--- src/prom_prog_regs.vh ---
/*
  Constants for the PROM programmer controller: command codes, timing, retry limit.
  Assumes a 25 MHz clock; included by the controller and its pulse timer.
*/
`ifndef PROM_PROG_REGS_VH
`define PROM_PROG_REGS_VH

`define CLK_FREQ_HZ          25000000
`define PULSE_WIDTH_US       100
// divide first: the clock in hertz times the width would overflow a signed 32-bit integer
`define PULSE_CYCLES         (`PULSE_WIDTH_US * (`CLK_FREQ_HZ / 1000000))
`define SETUP_TIME_US        1
`define SETUP_CYCLES         ((`SETUP_TIME_US * `CLK_FREQ_HZ + 999999) / 1000000)
`define ACCESS_DELAY_NS      200
`define ACCESS_CYCLES        ((`ACCESS_DELAY_NS * (`CLK_FREQ_HZ / 1000000) + 999) / 1000)
`define MAX_PULSES           25
`define DATA_WIDTH           16
`define ADDR_WIDTH           16
`define ID_LINE_BIT          9
`define ID_SEL_BIT           0

`define CMD_READ             3'h0
`define CMD_PROGRAM          3'h1
`define CMD_READ_MAKER       3'h2
`define CMD_READ_PART        3'h3

`endif

--- src/prom_wait_timer.v ---
/*
  Down-counter that times a programmed number of cycles and pulses done at the end.
  Assumes clk, rst_n and ce of the controller; load is a one-cycle pulse.
*/
`include "prom_prog_regs.vh"

module prom_wait_timer #(
  parameter WIDTH = 12
) (
  // clock and reset
  input  wire             clk,
  input  wire             rst_n,
  input  wire             ce,
  // control
  input  wire             load,
  input  wire [WIDTH-1:0] count,
  output reg              done
);

  reg [WIDTH-1:0] remain;
  reg             busy;

  always @(posedge clk) begin
    if (!rst_n) begin
      remain <= {WIDTH{1'b0}};
      busy   <= 1'b0;
      done   <= 1'b0;
    end else if (ce) begin
      done <= 1'b0;
      if (load) begin
        remain <= count;
        busy   <= 1'b1;
      end else if (busy) begin
        if (remain <= {{(WIDTH-1){1'b0}}, 1'b1}) begin
          busy <= 1'b0;
          done <= 1'b1;
        end else begin
          remain <= remain - {{(WIDTH-1){1'b0}}, 1'b1};
        end
      end
    end
  end

endmodule

--- src/prom_prog_ctrl.v ---
/*
  Host-side controller for a 16-bit UV-erasable PROM: reads words, reads the
  identification bytes and programs words with pulse-and-verify.
  Assumes external switches turn supply_prog_en and id_hv_en into the
  elevated program supply, raised main supply and the 12 V id level; the
  data pins are resolved outside from data_oe.
*/
`include "prom_prog_regs.vh"

module prom_prog_ctrl #(
  parameter MAX_PULSES = `MAX_PULSES,
  parameter DW         = `DATA_WIDTH,
  parameter AW         = `ADDR_WIDTH
) (
  // clock and reset
  input  wire          clk,
  input  wire          rst_n,
  input  wire          ce,
  // user command port
  input  wire          cmd_valid,
  input  wire [2:0]    cmd_op,
  input  wire [AW-1:0] cmd_addr,
  input  wire [DW-1:0] cmd_wdata,
  output reg           cmd_ready,
  output reg           rsp_valid,
  output reg  [DW-1:0] rsp_rdata,
  output reg           rsp_fail,
  output reg  [4:0]    rsp_pulses,
  // device pins
  output reg  [AW-1:0] prom_addr,
  output reg           chip_select_n,
  output reg           output_gate_n,
  output reg           program_strobe_n,
  output reg           supply_prog_en,
  output reg           id_hv_en,
  input  wire [DW-1:0] data_in,
  output reg  [DW-1:0] data_out,
  output reg           data_oe
);

  localparam [7:0] S_IDLE    = 8'h01;
  localparam [7:0] S_SETUP   = 8'h02;
  localparam [7:0] S_PULSE   = 8'h04;
  localparam [7:0] S_HOLD    = 8'h08;
  localparam [7:0] S_VERIFY  = 8'h10;
  localparam [7:0] S_READ    = 8'h20;
  localparam [7:0] S_DONE    = 8'h40;
  localparam [7:0] S_RECOVER = 8'h80;

  // timer reload and done pickup add two cycles to every wait; the pulse is
  // trimmed by them so it lasts exactly its count, the minimum waits are not
  localparam integer PULSE_INT  = `PULSE_CYCLES - 2;
  localparam integer SETUP_INT  = `SETUP_CYCLES;
  localparam integer ACCESS_INT = `ACCESS_CYCLES + 1;

  localparam [11:0] PULSE_CNT  = PULSE_INT[11:0];
  localparam [11:0] SETUP_CNT  = SETUP_INT[11:0];
  localparam [11:0] ACCESS_CNT = ACCESS_INT[11:0];

  reg [7:0]    state;
  reg [DW-1:0] sync1;
  reg [DW-1:0] sync2;
  reg [DW-1:0] word;
  reg [4:0]    pulses;
  reg          programming;
  reg          load;
  reg [11:0]   load_count;
  wire         done;

  prom_wait_timer #(
    .WIDTH (12)
  ) u_timer (
    .clk   (clk),
    .rst_n (rst_n),
    .ce    (ce),
    .load  (load),
    .count (load_count),
    .done  (done)
  );

  // bits the word asks to be 0 must read 0; ones are don't care
  function verify_ok;
    input [DW-1:0] want;
    input [DW-1:0] got;
    begin
      verify_ok = ((got | want) == want);
    end
  endfunction

  always @(posedge clk) begin
    if (!rst_n) begin
      sync1 <= {DW{1'b0}};
      sync2 <= {DW{1'b0}};
    end else if (ce) begin
      sync1 <= data_in;
      sync2 <= sync1;
    end
  end

  always @(posedge clk) begin
    if (!rst_n) begin
      state            <= S_IDLE;
      cmd_ready        <= 1'b0;
      rsp_valid        <= 1'b0;
      rsp_rdata        <= {DW{1'b0}};
      rsp_fail         <= 1'b0;
      rsp_pulses       <= 5'h00;
      prom_addr        <= {AW{1'b0}};
      chip_select_n    <= 1'b1;
      output_gate_n    <= 1'b1;
      program_strobe_n <= 1'b1;
      supply_prog_en   <= 1'b0;
      id_hv_en         <= 1'b0;
      data_out         <= {DW{1'b0}};
      data_oe          <= 1'b0;
      word             <= {DW{1'b0}};
      pulses           <= 5'h00;
      programming      <= 1'b0;
      load             <= 1'b0;
      load_count       <= 12'h000;
    end else if (ce) begin
      load      <= 1'b0;
      rsp_valid <= 1'b0;
      cmd_ready <= 1'b0;
      case (state)
        S_IDLE: begin
          // standby between commands keeps every shared output floating
          chip_select_n    <= 1'b1;
          output_gate_n    <= 1'b1;
          program_strobe_n <= 1'b1;
          supply_prog_en   <= 1'b0;
          id_hv_en         <= 1'b0;
          data_oe          <= 1'b0;
          cmd_ready        <= 1'b1;
          if (cmd_valid && cmd_ready) begin
            cmd_ready   <= 1'b0;
            word        <= cmd_wdata;
            pulses      <= 5'h00;
            rsp_fail    <= 1'b0;
            programming <= (cmd_op == `CMD_PROGRAM);
            load        <= 1'b1;
            load_count  <= SETUP_CNT;
            state       <= S_SETUP;
            case (cmd_op)
              `CMD_PROGRAM: begin
                // address, word and supply are set together; the strobe waits for the setup time
                prom_addr      <= cmd_addr;
                data_out       <= cmd_wdata;
                data_oe        <= 1'b1;
                supply_prog_en <= 1'b1;
                chip_select_n  <= 1'b0;
              end
              `CMD_READ_MAKER, `CMD_READ_PART: begin
                // all other address lines low for id access; chip select low, program strobe high
                prom_addr <= {AW{1'b0}};
                prom_addr[`ID_SEL_BIT] <= (cmd_op == `CMD_READ_PART);
                id_hv_en      <= 1'b1;
                chip_select_n <= 1'b0;
              end
              default: begin
                // a fresh address on each read covers a supply sag
                prom_addr     <= cmd_addr;
                chip_select_n <= 1'b0;
              end
            endcase
          end
        end
        S_SETUP: begin
          if (done) begin
            load <= 1'b1;
            if (programming) begin
              // strobe only after address and data have stood the setup time
              program_strobe_n <= 1'b0;
              load_count       <= PULSE_CNT;
              pulses           <= pulses + 5'h01;
              state            <= S_PULSE;
            end else begin
              output_gate_n <= 1'b0;
              load_count    <= ACCESS_CNT;
              state         <= S_READ;
            end
          end
        end
        S_PULSE: begin
          if (done) begin
            program_strobe_n <= 1'b1;
            load             <= 1'b1;
            load_count       <= SETUP_CNT;
            state            <= S_HOLD;
          end
        end
        S_HOLD: begin
          if (done) begin
            // release the bus in the same cycle as the gate opens for the device to drive verify
            data_oe       <= 1'b0;
            output_gate_n <= 1'b0;
            load          <= 1'b1;
            load_count    <= ACCESS_CNT;
            state         <= S_VERIFY;
          end
        end
        S_VERIFY: begin
          if (done) begin
            output_gate_n <= 1'b1;
            if (verify_ok(word, sync2)) begin
              rsp_rdata <= sync2;
              state     <= S_DONE;
            end else if (pulses >= MAX_PULSES[4:0]) begin
              rsp_rdata <= sync2;
              rsp_fail  <= 1'b1;
              state     <= S_DONE;
            end else begin
              load       <= 1'b1;
              load_count <= SETUP_CNT;
              state      <= S_RECOVER;
            end
          end
        end
        S_RECOVER: begin
          // gate high again before driving the word back
          data_oe <= 1'b1;
          if (done) begin
            program_strobe_n <= 1'b0;
            pulses           <= pulses + 5'h01;
            load             <= 1'b1;
            load_count       <= PULSE_CNT;
            state            <= S_PULSE;
          end
        end
        S_READ: begin
          if (done) begin
            // id byte lives in the low byte; the high byte is dropped
            if (id_hv_en) begin
              rsp_rdata <= {{(DW-8){1'b0}}, sync2[7:0]};
            end else begin
              rsp_rdata <= sync2;
            end
            output_gate_n <= 1'b1;
            state         <= S_DONE;
          end
        end
        S_DONE: begin
          chip_select_n  <= 1'b1;
          supply_prog_en <= 1'b0;
          id_hv_en       <= 1'b0;
          data_oe        <= 1'b0;
          rsp_pulses     <= pulses;
          rsp_valid      <= 1'b1;
          state          <= S_IDLE;
        end
        default: begin
          state <= S_IDLE;
        end
      endcase
    end
  end

endmodule

--- config.mk ---
export PLATFORM = sky130hd
export DESIGN_NAME = prom_prog_ctrl
export DESIGN_NICKNAME = d
export VERILOG_FILES = /design/src/prom_wait_timer.v /design/src/prom_prog_ctrl.v
export VERILOG_INCLUDE_DIRS = /design/src
export SDC_FILE = /design/constraint.sdc
export NUM_CORES = 1
export LEC_CHECK = 0
export ABC_AREA = 1
export BUFFER_PORTS_ARGS = -buffer_cell sky130_fd_sc_hd__buf_4
export CAP_MARGIN = 20
export CORE_ASPECT_RATIO = 1.1
export CORE_MARGIN = 1.5
export CORE_UTILIZATION = 55
export DETAILED_ROUTE_END_ITERATION = 12
export GPL_ROUTABILITY_DRIVEN = 0
export PLACE_DENSITY = 0.82
export SLEW_MARGIN = 20
export SYNTH_ARGS = -nofsm -noshare
export SYNTH_HDL_FRONTEND = slang
export SYNTH_HIERARCHICAL = 1
export SYNTH_SLANG_ARGS = --single-unit
--- constraint.sdc ---
create_clock -name clk -period 1.9 [get_ports clk]
set_input_delay 0.19 -clock clk [delete_from_list [all_inputs] [get_ports clk]]
set_output_delay 0.19 -clock clk [all_outputs]
set_load 0.02 [all_outputs]
; ---- Word level (Yosys, flattened, before mapping)
; Cells that the tools add are included.
[totals]
elab_cells = 154
input_bits = 55
ff_bits = 151
out_inout_bits = 62
[op_classes]
addsub = 2
muxes = 72
bitwise = 1
reduce_logical = 26
n_lt_le_gt_ge = 2
n_eq_ne = 27
[ops]
columns = operator, count
row1 = $mux W12, 12
row2 = $mux W16, 6
row3 = $mux W8, 9
row4 = $pmux W12 S6, 1
row5 = $pmux W8 S7, 1
row6 = $pmux W16 S2, 1
row7 = $mux W1, 28
row8 = $reduce_and A6 Y1, 4
row9 = $mux W5, 4
row10 = $eq A16 B16 Y1, 1
row11 = $or A16 B16 Y16, 1
row12 = $pmux W5 S3, 1
row13 = $ne A2 B1 Y1 const B, 7
row14 = $ne A2 B2 Y1 const B, 7
row15 = $le A12 B1 Y1 const B, 1
row16 = $pmux W1 S4, 3
row17 = $reduce_bool A4 Y1, 3
row18 = $sub A12 B1 Y12 const B, 1
row19 = $reduce_and A10 Y1, 1
row20 = $reduce_and A3 Y1, 3
row21 = $eq A8 B1 Y1 const B, 1
row22 = $eq A8 B2 Y1 const B, 1
row23 = $eq A8 B3 Y1 const B, 1
row24 = $eq A8 B4 Y1 const B, 1
row25 = 22 further kinds, 31

; ---- Logic depth before layout (Yosys ltp)
; Gate-level depths: netlist of run 1.
[logic_depth]
ltp_word = 5
ltp_mapped = 13
ltp_nobuf = 13

; ---- Hierarchy
; Netlist of run 1, hierarchy kept.
[modules_own_cells]
columns = mod, seq_area_each_um2, area_each_um2, cells_per_inst, instances
row1 = prom_prog_ctrl, 2582.5, 5360.1, 728, 1
row2 = prom_wait_timer, 280.3, 940.9, 147, 1

; ---- Least setup slack after synthesis of run 1
; Ideal clock, no wire load.
[synth_path]
path_type = register to register
from = register pulses[1]
to = register rsp_rdata[6]
period_less_slack_ps = 1607
stages_incl_launch_ff = 13
required_ps = 1784
setup_slack_ps = 293
setup_ps = 116
n_path_buf = 1
t_arrival_ps = 1491
cell_sequence = dfxtp_1 inv_1 ha_1 nor2_1 nand3_1 nand2_1 nand2_1 or2_4 nand2_4 inv_4 buf_6 nor2_1 nor2_1
[synth_between]
elab_chain_cells = 3
[synth_lines]
columns = item, line
row1 = from (decl), prom_prog_ctrl.v:64  ; reg [4:0] pulses;
row2 = from (signal assigned), prom_prog_ctrl.v:175  ; pulses <= pulses + 5'h01;
row3 = from (signal assigned), prom_prog_ctrl.v:224  ; pulses <= pulses + 5'h01;
row4 = $ge A5 B5 Y1, prom_prog_ctrl.v:208  ; end else if (pulses >= MAX_PULSES[4:0]) begin
row5 = $ne A3 B3 Y1 (no line), -
row6 = $reduce_and A5 Y1 (no line), -
row7 = to (signal assigned), prom_prog_ctrl.v:206  ; rsp_rdata <= sync2;
row8 = to (signal assigned), prom_prog_ctrl.v:209  ; rsp_rdata <= sync2;
row9 = to (signal assigned), prom_prog_ctrl.v:234  ; rsp_rdata <= {{(DW-8){1'b0}}, sync2[7:0]};
row10 = to (decl), prom_prog_ctrl.v:26  ; output reg [DW-1:0] rsp_rdata,
; No other way between the ends.
; A chain may end at the register's enable or synchronous reset.

; ---- Worst setup path after layout of run 1
[layout_path]
from = register pulses[1]
to = register rsp_rdata[3]
; Same word-level chain as after synthesis.

==> impl_metrics.yaml, run 1 <==
status:
  status: "completed"
pwr:
  p_leak_nw: 3.47
  swShare: 0.368
  power_frac_seq: 0.351
  intPower_mw: 6.59
  p_comb_frac: 0.341
  power_switching_mw: 3.84
  p_per_area_nw_per_um2: 1300
  p_clk_frac: 0.307
  ir_drop_v: 0.000871
clocking:
  cts_sinks: 143
  clockRootBuffer: "clkbuf_16"
  h-tree-depth: 4
  path_clk_slew_ns: 0.06
  cts_tree: "built"
  clkLatencyLatePin_ns: 0.43
  cts_buffers: 17
  cts_buffer_depth: 2
  cts_setup_buffers: 0
setup_path:
  cp_data_arrival_time_ns: 2.08
  crit_chain: "inv_1 > ha_1 > nor2_1 > nand3_1 > nand2_1 > nand2_1 > or2_4 > nand2_8 > inv_4 > nor2_1 > nor2_1"
  crit_slowest_cell: "dfxtp_1"
  end_kind: "register"
  crit_end: "rsp_rdata[3]"
  r2r_setup_slack_ns: 0.13
  rr_worst_depth: 11
  r2r-start: "pulses[1]"
  critPathMostFrequentCell: "nor2_1"
  cp_max_fo: 16
  required_ns: 2.21
  crit_path_start: "pulses[1]"
  crit_path_start_kind: "register"
  rr_endpoint: "rsp_rdata[3]"
  max_stage_delay_ns: 0.35
  worstSetupPathType: "register to register"
place:
  place.detailed.hpwl_um: 10600
  portBuffers: 116
  dp_slack_ns: 0.155
global_route:
  grt_first_pass_wirelength_um: 26500
  grt_max_degree: 98
  grt_remaining_overflow: 0
  grt_use_total: 0.273
  grt_pass1_vias: 5643
  antenna_found_initial: 0
floorplan:
  dieHeight_um: 115
  dieWidth_um: 105
  core_area_um2: 11100
  io_pins: 117
  fp-row-count: 40
  die_area_um2: 12100
  start_util: 0.570
logic_synthesis:
  yosysSeqAreaShare: 0.454
  synth_top_cell_area_share: 0.454
  avgSynthCellArea_um2: 7.20
  synthesis.area_um2: 6300
  synth_commonest_cells: "143 x dfxtp_1, 141 x nor2_1, 139 x nand2_1, 97 x a21oi_1, 88 x o21ai_0"
  synth.most_common_cell: "dfxtp_1"
  yosysWarningCount: 6
  synthArstFlopShare: 0
  synthCells: 875
  synth-main-ff-cell: "dfxtp_1"
  synth_area_leaders: "dfxtp_1 45%, nor2_1 8.4%, nand2_1 8.3%"
  synth_area_leader_cell: "dfxtp_1"
  ys_ff_latch: 143
  synth.distinct_cells: 44
  synth_edf_count: 0
sta:
  fmax_mhz: 565
  rsz0062_at_grt: "yes"
  clock_skew_ns: 0.0109
  period_minus_slack_ns: 1.77
  setup_viol: 0
  tightest_slew_ns: 0.566
  finalWorstSetupSlack_ns: 0.131
  period_share: 0.931
  final_max_slew_viol_count: 0
  slew_headroom: 0.622
  hold_viol: 0
route:
  routed_via_density: 5.22
  vias: 6056
  wl_per_cell_um: 13.6
  routed_wl_um: 15800
  dr.pass1.iters: 5
  first_iter_violations: 363
  drc: 0
  ant_nets: 0
layout:
  nets: 1061
  utilization: 0.728
  num_antenna_cells: 0
  drive_gt1_frac: 0.211
  fill_cells: 878
  syn_to_final_growth_pct: 27.8
worst_hold_path:
  hold_depth: 3
  min_path_type: "input pin to register"
run:
  cap_violations: 0
==> stage by stage <==
stage	cells	setup TNS (ns)	power [mW]	hold WS, ns	area [um^2]
4_1_cts	1161	0	10.4	0.00110	8020
6_report	1161	0	10.4	0.0106	8060
3_5_place_dp	1118	0	7.15	0.419	7330
5_1_grt	1161	-0.0329	11.1	0.0112	8060
3_3_place_gp	1118	0	7.09	0.413	7330
2_1_floorplan	877	0	6.34	0.288	6310
==> power by group through the flow <==
stage | Clock, mW | Combinational (mW) | Sequential, mW
after floorplan | 0 | 2.58 | 3.75
after global placement | 0 | 3.38 | 3.71
after detailed placement | 0 | 3.44 | 3.71
after CTS | 3.26 | 3.50 | 3.66
after global routing | 3.40 | 3.98 | 3.71
final | 3.21 | 3.56 | 3.67
==> repair_timing <==
action,4_1_cts,5_1_grt
setup endpoints to repair,0,14
resized for setup,0,9
hold buffers,12,0
hold endpoints to repair,12,0
==> state kept, by name (all words and copies together) (netlist names) <==
signal	count
data_out	16
u_timer/remain	12
output_gate_n	1
u_timer/busy	1
load	1
load_count	4
chip_select_n	1
sync1	16
prom_addr	16
word	16
u_timer/done	1
rsp_fail	1
cmd_ready	1
programming	1
state	8
supply_prog_en	1
program_strobe_n	1
pulses	5
rsp_valid	1
rsp_pulses	5
sync2	16
rsp_rdata	16
data_oe	1
id_hv_en	1
==> cell usage in the layout, fill, tap and decap left out, drive strengths merged <==
cell type,instances
dlygate4sd3,12
mux2i,1
dfxtp,143
bufinv,2
a31oi,2
nand2,147
nand3b,2
a21oi,99
clkinv,7
inv,94
o211ai,1
o21ai,107
xor2,3
clkbuf,19
buf,130
nor3,5
and2,1
ha,4
nor2,157
nand4,8
xnor2,3
conb,3
or2,7
clkinvlp,3
a211oi,2
o221ai,1
nand3,51
==> layer usage <==
layer  part of all wire  track usage  vias to the layer above
li1                   -            -                     3076
met5                  0            0                        -
met3              0.066       0.0635                       30
met4              0.021        0.109                        0
met1               0.45        0.358                     2742
met2               0.46        0.437                      208
==> kinds of logic (layout without fill, tap and decap cells) <==
group                      Yosys count  count (layout)  share of synthesized area
other                                1               3                   0.000595
xor gates and xnor gates             6               6                    0.00834
buffers and inverters              130             267                     0.0832
adders and majority gates            4               4                    0.00794
AOI/OAI and AO/OA                  212             212                      0.172
muxes                                1               1                    0.00159
DFF                                143             143                      0.454
and+or+nand+nor                    378             378                      0.272
==> worst min path at each step <==
stage / from / endpoint
3_5_place_dp: data_in[5] / sync1[5]
2_1_floorplan: rst_n / u_timer/busy
5_1_grt: data_in[8] / sync1[8]
6_report: data_in[0] / sync1[0]
3_3_place_gp: data_in[13] / sync1[13]
4_1_cts: data_in[12] / sync1[12]
==> cell type report <==
| cell class | count | area, um^2 | share of cell area |
|---|---|---|---|
| well taps | 147 | 184 | 0.0228 |
| clock inverters | 12 | 136 | 0.0169 |
| flip-flops and latches | 143 | 2860 | 0.355 |
| inverters | 94 | 357 | 0.0443 |
| multi-input cells | 604 | 2960 | 0.368 |
| clock buffers | 19 | 433 | 0.0537 |
| repair buffers | 142 | 1120 | 0.139 |
==> worst max-delay path: cells and delay by family (launching register included) <==
family	cells	cell delay, ns
and+or+nand+nor	8	0.95
adders and majority gates	1	0.19
buffers and inverters	2	0.18
DFF	1	0.35
No activity file was read; power rests on OpenSTA's default activity.
==> run 2, diff against run 1 <==
Settings changed: ABC_AREA 1 to 0.
==> impl_metrics.yaml, run 2 <==
route:
  routed_via_density: 6.46
  ant_nets: 0
  first_iter_violations: 650
  drc: 0
  routed_wl_um: 24900
  dr.pass1.iters: 7
  vias: 6944
  wl_per_cell_um: 23.2
worst_hold_path:
  min_path_type: "input pin to register"
  min_from: "data_in[5]"
  hold_depth: 3
  whs_endpoint: "sync1[5]"
logic_synthesis:
  synth.area.mux_share: 0.0749
  synth.most_common_cell: "dfxtp_1"
  ys_ff_latch: 143
  avgSynthCellArea_um2: 8.55
  synth_area_leader_cell: "dfxtp_1"
  synth.distinct_cells: 63
  synth-main-ff-cell: "dfxtp_1"
  yosysWarningCount: 6
  synthCells: 719
  synth_edf_count: 0
  yosysSeqAreaShare: 0.465
  synth_area_leaders: "dfxtp_1 47%, mux2i_1 7.5%, nand2_1 6.7%"
  synth_top_family_by_area: "simple AND/OR/NAND/NOR gates"
  synth-adder-area-share: 0.00814
  synthArstFlopShare: 0
  synth_compound_area_frac: 0.154
  synth_commonest_cells: "143 x dfxtp_1, 110 x nand2_1, 79 x a21oi_1, 72 x nor2_1, 46 x mux2i_1"
  synth_top_cell_area_share: 0.465
  synthesis.area_um2: 6150
  yosys.area_share.simple: 0.232
  synthXorXnorAreaFrac: 0.0114
sta:
  setup_viol: 92
  period_minus_slack_ns: 2.23
  finalWorstSetupSlack_ns: -0.330
  tightest_slew_ns: 0.901
  whs_ns: -0.00406
  rsz0062_at_grt: "yes"
  slew_headroom: 0.393
  hold_viol: 1
  period_share: 1.17
  clock_skew_ns: 0.0141
  fmax_mhz: 448
  final_max_slew_viol_count: 0
place:
  portBuffers: 116
  place.detailed.hpwl_um: 12300
  placed_cells_incl_taps: 1010
floorplan:
  start_util: 0.564
  dieWidth_um: 104
  core_area_um2: 10900
  io_pins: 117
  dieHeight_um: 114
  die_area_um2: 11800
  fp-row-count: 40
clocking:
  path_clk_slew_ns: 0.07
  cts_tree: "built"
  cts_buffer_depth: 2
  cts_buffers: 17
  cts_sinks: 143
  clockRootBuffer: "clkbuf_16"
  clkLatencyLatePin_ns: 0.44
  h-tree-depth: 4
layout:
  multi_input_area_um2: 3630
  fin_cells: 1075
  final_common_cell: "buf_4"
  utilization: 0.847
  syn_to_final_growth_pct: 50.2
  fill_cells: 543
  regArea_um2: 2880
  drive_gt1_frac: 0.424
  final_cell_mix: "191 x buf_4, 136 x dfxtp_1, 69 x nor2_1"
  nets: 973
global_route:
  grt_first_pass_wirelength_um: 32400
  grt_use_total: 0.349
  grt_max_degree: 52
  antenna_found_initial: 1
  grt_remaining_overflow: 0
  grt_pass1_vias: 6396
setup_path:
  rr_worst_depth: 10
  cp_max_fo: 6
  end_kind: "register"
  cp_data_arrival_time_ns: 2.61
  crit_path_start_kind: "register"
  rr_endpoint: "rsp_rdata[13]"
  worstSetupPathType: "register to register"
  r2r_setup_slack_ns: -0.33
  required_ns: 2.28
  r2r-start: "pulses[1]"
pwr:
  p_per_area_nw_per_um2: 808
  power_frac_seq: 0.423
  p_comb_frac: 0.139
  power_switching_mw: 2.01
  ir_drop_v: 0.000772
  swShare: 0.270
  p_leak_nw: 3.84
  p_clk_frac: 0.438
  intPower_mw: 5.45
status:
  violations: "negative hold slack, negative setup slack"
  status: "finished with violations"
run:
  cap_violations: 0
run 2: cell types whose count changed after synthesis, sizes merged, moves of 7 or more:
cell,previous run,this run
nor2,157,73
nand2,147,110
a21oi,99,80
o311ai,0,10
nor3,5,15
mux2i,1,46
buf,9,17
o31ai,0,11
nor2b,0,13
nand3,51,35
inv,92,15
o21ai,107,18
nor4,0,7
nand2b,0,13
run 2: how the worst max path moves through the flow:
stage / from / cells after the start / slack, ns / end
after floorplan: state[3] / 10 / -0.23 / data_out[13]
after global placement: state[7] / 7 / -0.21 / state[3]
after detailed placement: state[3] / 7 / -0.29 / data_oe
after CTS: state[3] / 7 / -0.20 / state[3]
after global routing: pulses[1] / 10 / -0.36 / rsp_rdata[13]
final: pulses[1] / 10 / -0.33 / rsp_rdata[13]
run 2: final cells by class:
type,count,share of cell area
Multi-Input combinational cell,515,0.393
Sequential cell,143,0.311
Timing Repair Buffer,222,0.207
Clock buffer,21,0.0509
Tap cell,147,0.0199
Clock inverter,11,0.0116
Inverter,15,0.00623
Antenna cell,1,0.000271
run 2: critical path, cell delays in order (launching register included):
cell and delay (ns):
dfxtp_1 0.43, inv_1 0.11, ha_1 0.19, nor4_1 0.37, nor2_1 0.15, nor2_2 0.24
a21oi_4 0.10, buf_4 0.16, buf_6 0.14, nand2b_4 0.15, a21oi_2 0.14
run 2: kinds of logic after synthesis:
| logic type | after synthesis |
|---|---|
| other cells | 1 |
| mux | 46 |
| buf+inv | 66 |
| simple gates | 296 |
| compound gates | 155 |
| fa+ha+maj | 4 |
| flops | 143 |
| xor+xnor | 8 |
run 2: repair_timing:
action / CTS / global route
hold endpoints to repair: 2 / 0
hold buffers: 2 / 0
cloned: 6 / 7
pin swaps: 32 / 40
setup endpoints to repair: 90 / 102
setup buffers: 7 / 14
gates resized for setup: 83 / 98
run 2: stage by stage:
step | instance area [um^2] | hold WS [ns] | setup TNS [ns] | total power, mW | setup slack, ns
final | 9240 | -0.00406 | -19.85 | 7.47 | -0.330
after global routing | 9240 | 0.0166 | -23.90 | 7.65 | -0.359
after CTS | 8720 | 0.00196 | -10.41 | 7.23 | -0.197
after detailed placement | 7630 | 0.433 | -14.30 | 3.97 | -0.286
after global placement | 7630 | 0.424 | -10.06 | 3.94 | -0.212
after floorplan | 6210 | 0.326 | -8.96 | 3.63 | -0.225
run 2: power groups by stage:
stage / logic (mW) / registers [mW] / clock network [mW]
after detailed placement: 0.766 / 3.21 / 0
after floorplan: 0.421 / 3.21 / 0
final: 1.04 / 3.16 / 3.27
after CTS: 0.873 / 3.14 / 3.22
after global placement: 0.738 / 3.20 / 0
after global routing: 1.09 / 3.16 / 3.40
run 2: layer usage:
layer  vias up  global-route usage  part of all wire
met5         -                   0                 0
met4         0               0.218             0.092
met3       219              0.0731             0.084
met2       553               0.619              0.49
met1      3259               0.384              0.34
li1       2913                   -                 -
==> run 3, diff against run 2 <==
Settings changed: ABC_CLOCK_PERIOD_IN_PS from default to 1900, SYNTH_HIERARCHICAL 1 to default, TNS_END_PERCENT from default to 30.
==> impl_metrics.yaml, run 3 <==
route:
  topRoutingLayerUsed: "met4"
  drc: 0
  routed-wl-met3_um: 1090
  routed_via_density: 5.77
  wl_per_cell_um: 17.3
  dr.pass1.iters: 5
  wl_met1_um: 6670
  wl_met2_um: 9460
  vias: 5967
  ant_nets: 0
  routed_wl_um: 17900
  first_iter_violations: 424
layout:
  finish.instance_area_um2: 8270
  nets: 934
  num_antenna_cells: 0
  final_cell_mix: "179 x buf_4, 135 x dfxtp_1, 118 x nand2_1"
  syn_to_final_growth_pct: 35.0
  drive_gt1_frac: 0.307
  final_common_cell: "buf_4"
logic_synthesis:
  yosysSeqAreaShare: 0.467
  synthesis.area_um2: 6130
  synth-main-ff-cell: "dfxtp_1"
  ys_ff_latch: 143
  synth_top_cell_area_share: 0.467
  synthCells: 720
  synth.distinct_cells: 62
  synth_edf_count: 0
  synth.most_common_cell: "dfxtp_1"
  yosysWarningCount: 0
  synth_area_leader_cell: "dfxtp_1"
  synth_commonest_cells: "143 x dfxtp_1, 119 x nand2_1, 80 x a21oi_1, 79 x nor2_1, 47 x mux2i_1"
  synthArstFlopShare: 0
  synthesis.nets: 779
  avgSynthCellArea_um2: 8.51
  synth_area_leaders: "dfxtp_1 47%, mux2i_1 7.7%, nand2_1 7.3%"
status:
  violations: "negative setup slack"
  status: "finished with violations"
setup_path:
  required_ns: 2.22
  crit_path_start_kind: "register"
  cp_data_arrival_time_ns: 2.38
  cp_max_fo: 6
  end_kind: "register"
  worstSetupPathType: "register to register"
run:
  cap_violations: 0
global_route:
  grt_max_degree: 65
  grt_use_total: 0.297
  grt_first_pass_wirelength_um: 28000
  grt_remaining_overflow: 0
  antenna_found_initial: 0
  grt_pass1_vias: 5890
clocking:
  cts_buffers: 17
  clkLatencyLatePin_ns: 0.43
  clockRootBuffer: "clkbuf_16"
  cts_tree: "built"
  cts_buffer_depth: 2
  cts_sinks: 143
  path_clk_slew_ns: 0.06
  h-tree-depth: 4
sta:
  rsz0062_at_grt: "yes"
  fmax_mhz: 485
  final_max_slew_viol_count: 0
  period_minus_slack_ns: 2.06
  hold_viol: 0
  setup_viol: 20
  clock_skew_ns: 0.00870
  finalWorstSetupSlack_ns: -0.160
  tightest_slew_ns: 0.669
  period_share: 1.08
  slew_headroom: 0.554
floorplan:
  io_pins: 117
  fp-row-count: 40
  dieWidth_um: 104
  start_util: 0.562
  core_area_um2: 10900
  die_area_um2: 11800
  dieHeight_um: 114
place:
  portBuffers: 116
  dpl_cell_area_um2: 7400
  place.detailed.hpwl_um: 11400
pwr:
  p_total_mw: 7.06
  p_per_area_nw_per_um2: 853
  p_leak_nw: 3.55
  ir_drop_v: 0.000598
worst_hold_path:
  min_path_type: "input pin to register"
-- run 3: cell types whose count changed after synthesis, sizes merged, moves of 7 or more --
cell,previous run,this run
buf,17,26
clkbuf,33,26
nand2,110,119
nor2,73,81
nor2b,13,1
nor3,15,7
o311ai,10,0
o31ai,11,4
-- run 3: kinds of logic after synthesis --
kind of cell    synth area share
buf+inv                   0.0525
compound gates             0.133
flops                      0.467
fa+ha+maj                0.00817
xor+xnor                  0.0143
mux                       0.0786
simple gates               0.246
-- run 3: critical path, cell delays in order (launching register included) --
cell     delay [ns]
dfxtp_2        0.36
inv_2          0.06
ha_4           0.15
or4_4          0.44
nand3_4        0.10
nand4_1        0.10
o22a_2         0.22
or2_4          0.27
o41ai_2        0.27
-- run 3: final cells by class --
| type | instances | area (um^2) |
|---|---|---|
| multi-input combinational | 510 | 3150 |
| sequential | 143 | 2870 |
| fill | 714 | 2640 |
| timing repair buffer | 188 | 1450 |
| clock buffer | 17 | 425 |
| tap | 147 | 184 |
| clock inverter | 15 | 139 |
| inverter | 15 | 57.6 |
-- run 3: power by group --
group | leakage (nW) | internal, mW | switching, mW
registers | 1.16 | 3.08 | 0.0584
logic | 2.11 | 0.330 | 0.397
clock network | 0.279 | 1.74 | 1.46
total | 3.55 | 5.14 | 1.91
-- run 3: repair_timing --
| item | in CTS | in global routing |
|---|---|---|
| setup endpoints to repair | 82 | 68 |
| setup buffers | 5 | 1 |
| cloned | 0 | 0 |
| hold endpoints to repair | 4 | 0 |
| resized for setup | 30 | 26 |
| hold buffers | 4 | 0 |
| pin swaps | 6 | 3 |
-- run 3: routing by layer --
| metal | track usage | up-vias |
|---|---|---|
| met1 | 0.329 | 2833 |
| li1 | - | 2789 |
| met3 | 0.0571 | 65 |
| met2 | 0.544 | 280 |
| met5 | 0 | - |
| met4 | 0.152 | 0 |
-- run 3: worst paths after layout --
check	start	endpoint	slack, ns	depth (start not counted)
hold reg to reg	word[1]	word[1]	0.45	2
setup / recovery	pulses[1]	pulses[1]	-0.16	8
setup reg to reg	pulses[1]	pulses[1]	-0.16	8
hold / removal	data_in[0]	sync1[0]	0.003	3
-- run 3: through the flow --
stage          worst slack [ns]  utilization  setup TNS (ns)  instances  hold WS, ns
5_1_grt                  -0.233        0.758           -4.96       1035       0.0134
2_1_floorplan            -0.115            -          -0.832        720        0.326
4_1_cts                  -0.114        0.750          -0.986       1034     0.000583
3_3_place_gp             -0.153        0.678           -1.46        993        0.425
3_5_place_dp             -0.238        0.678           -5.32        993        0.434
6_report                 -0.160        0.758           -2.01       1035      0.00274
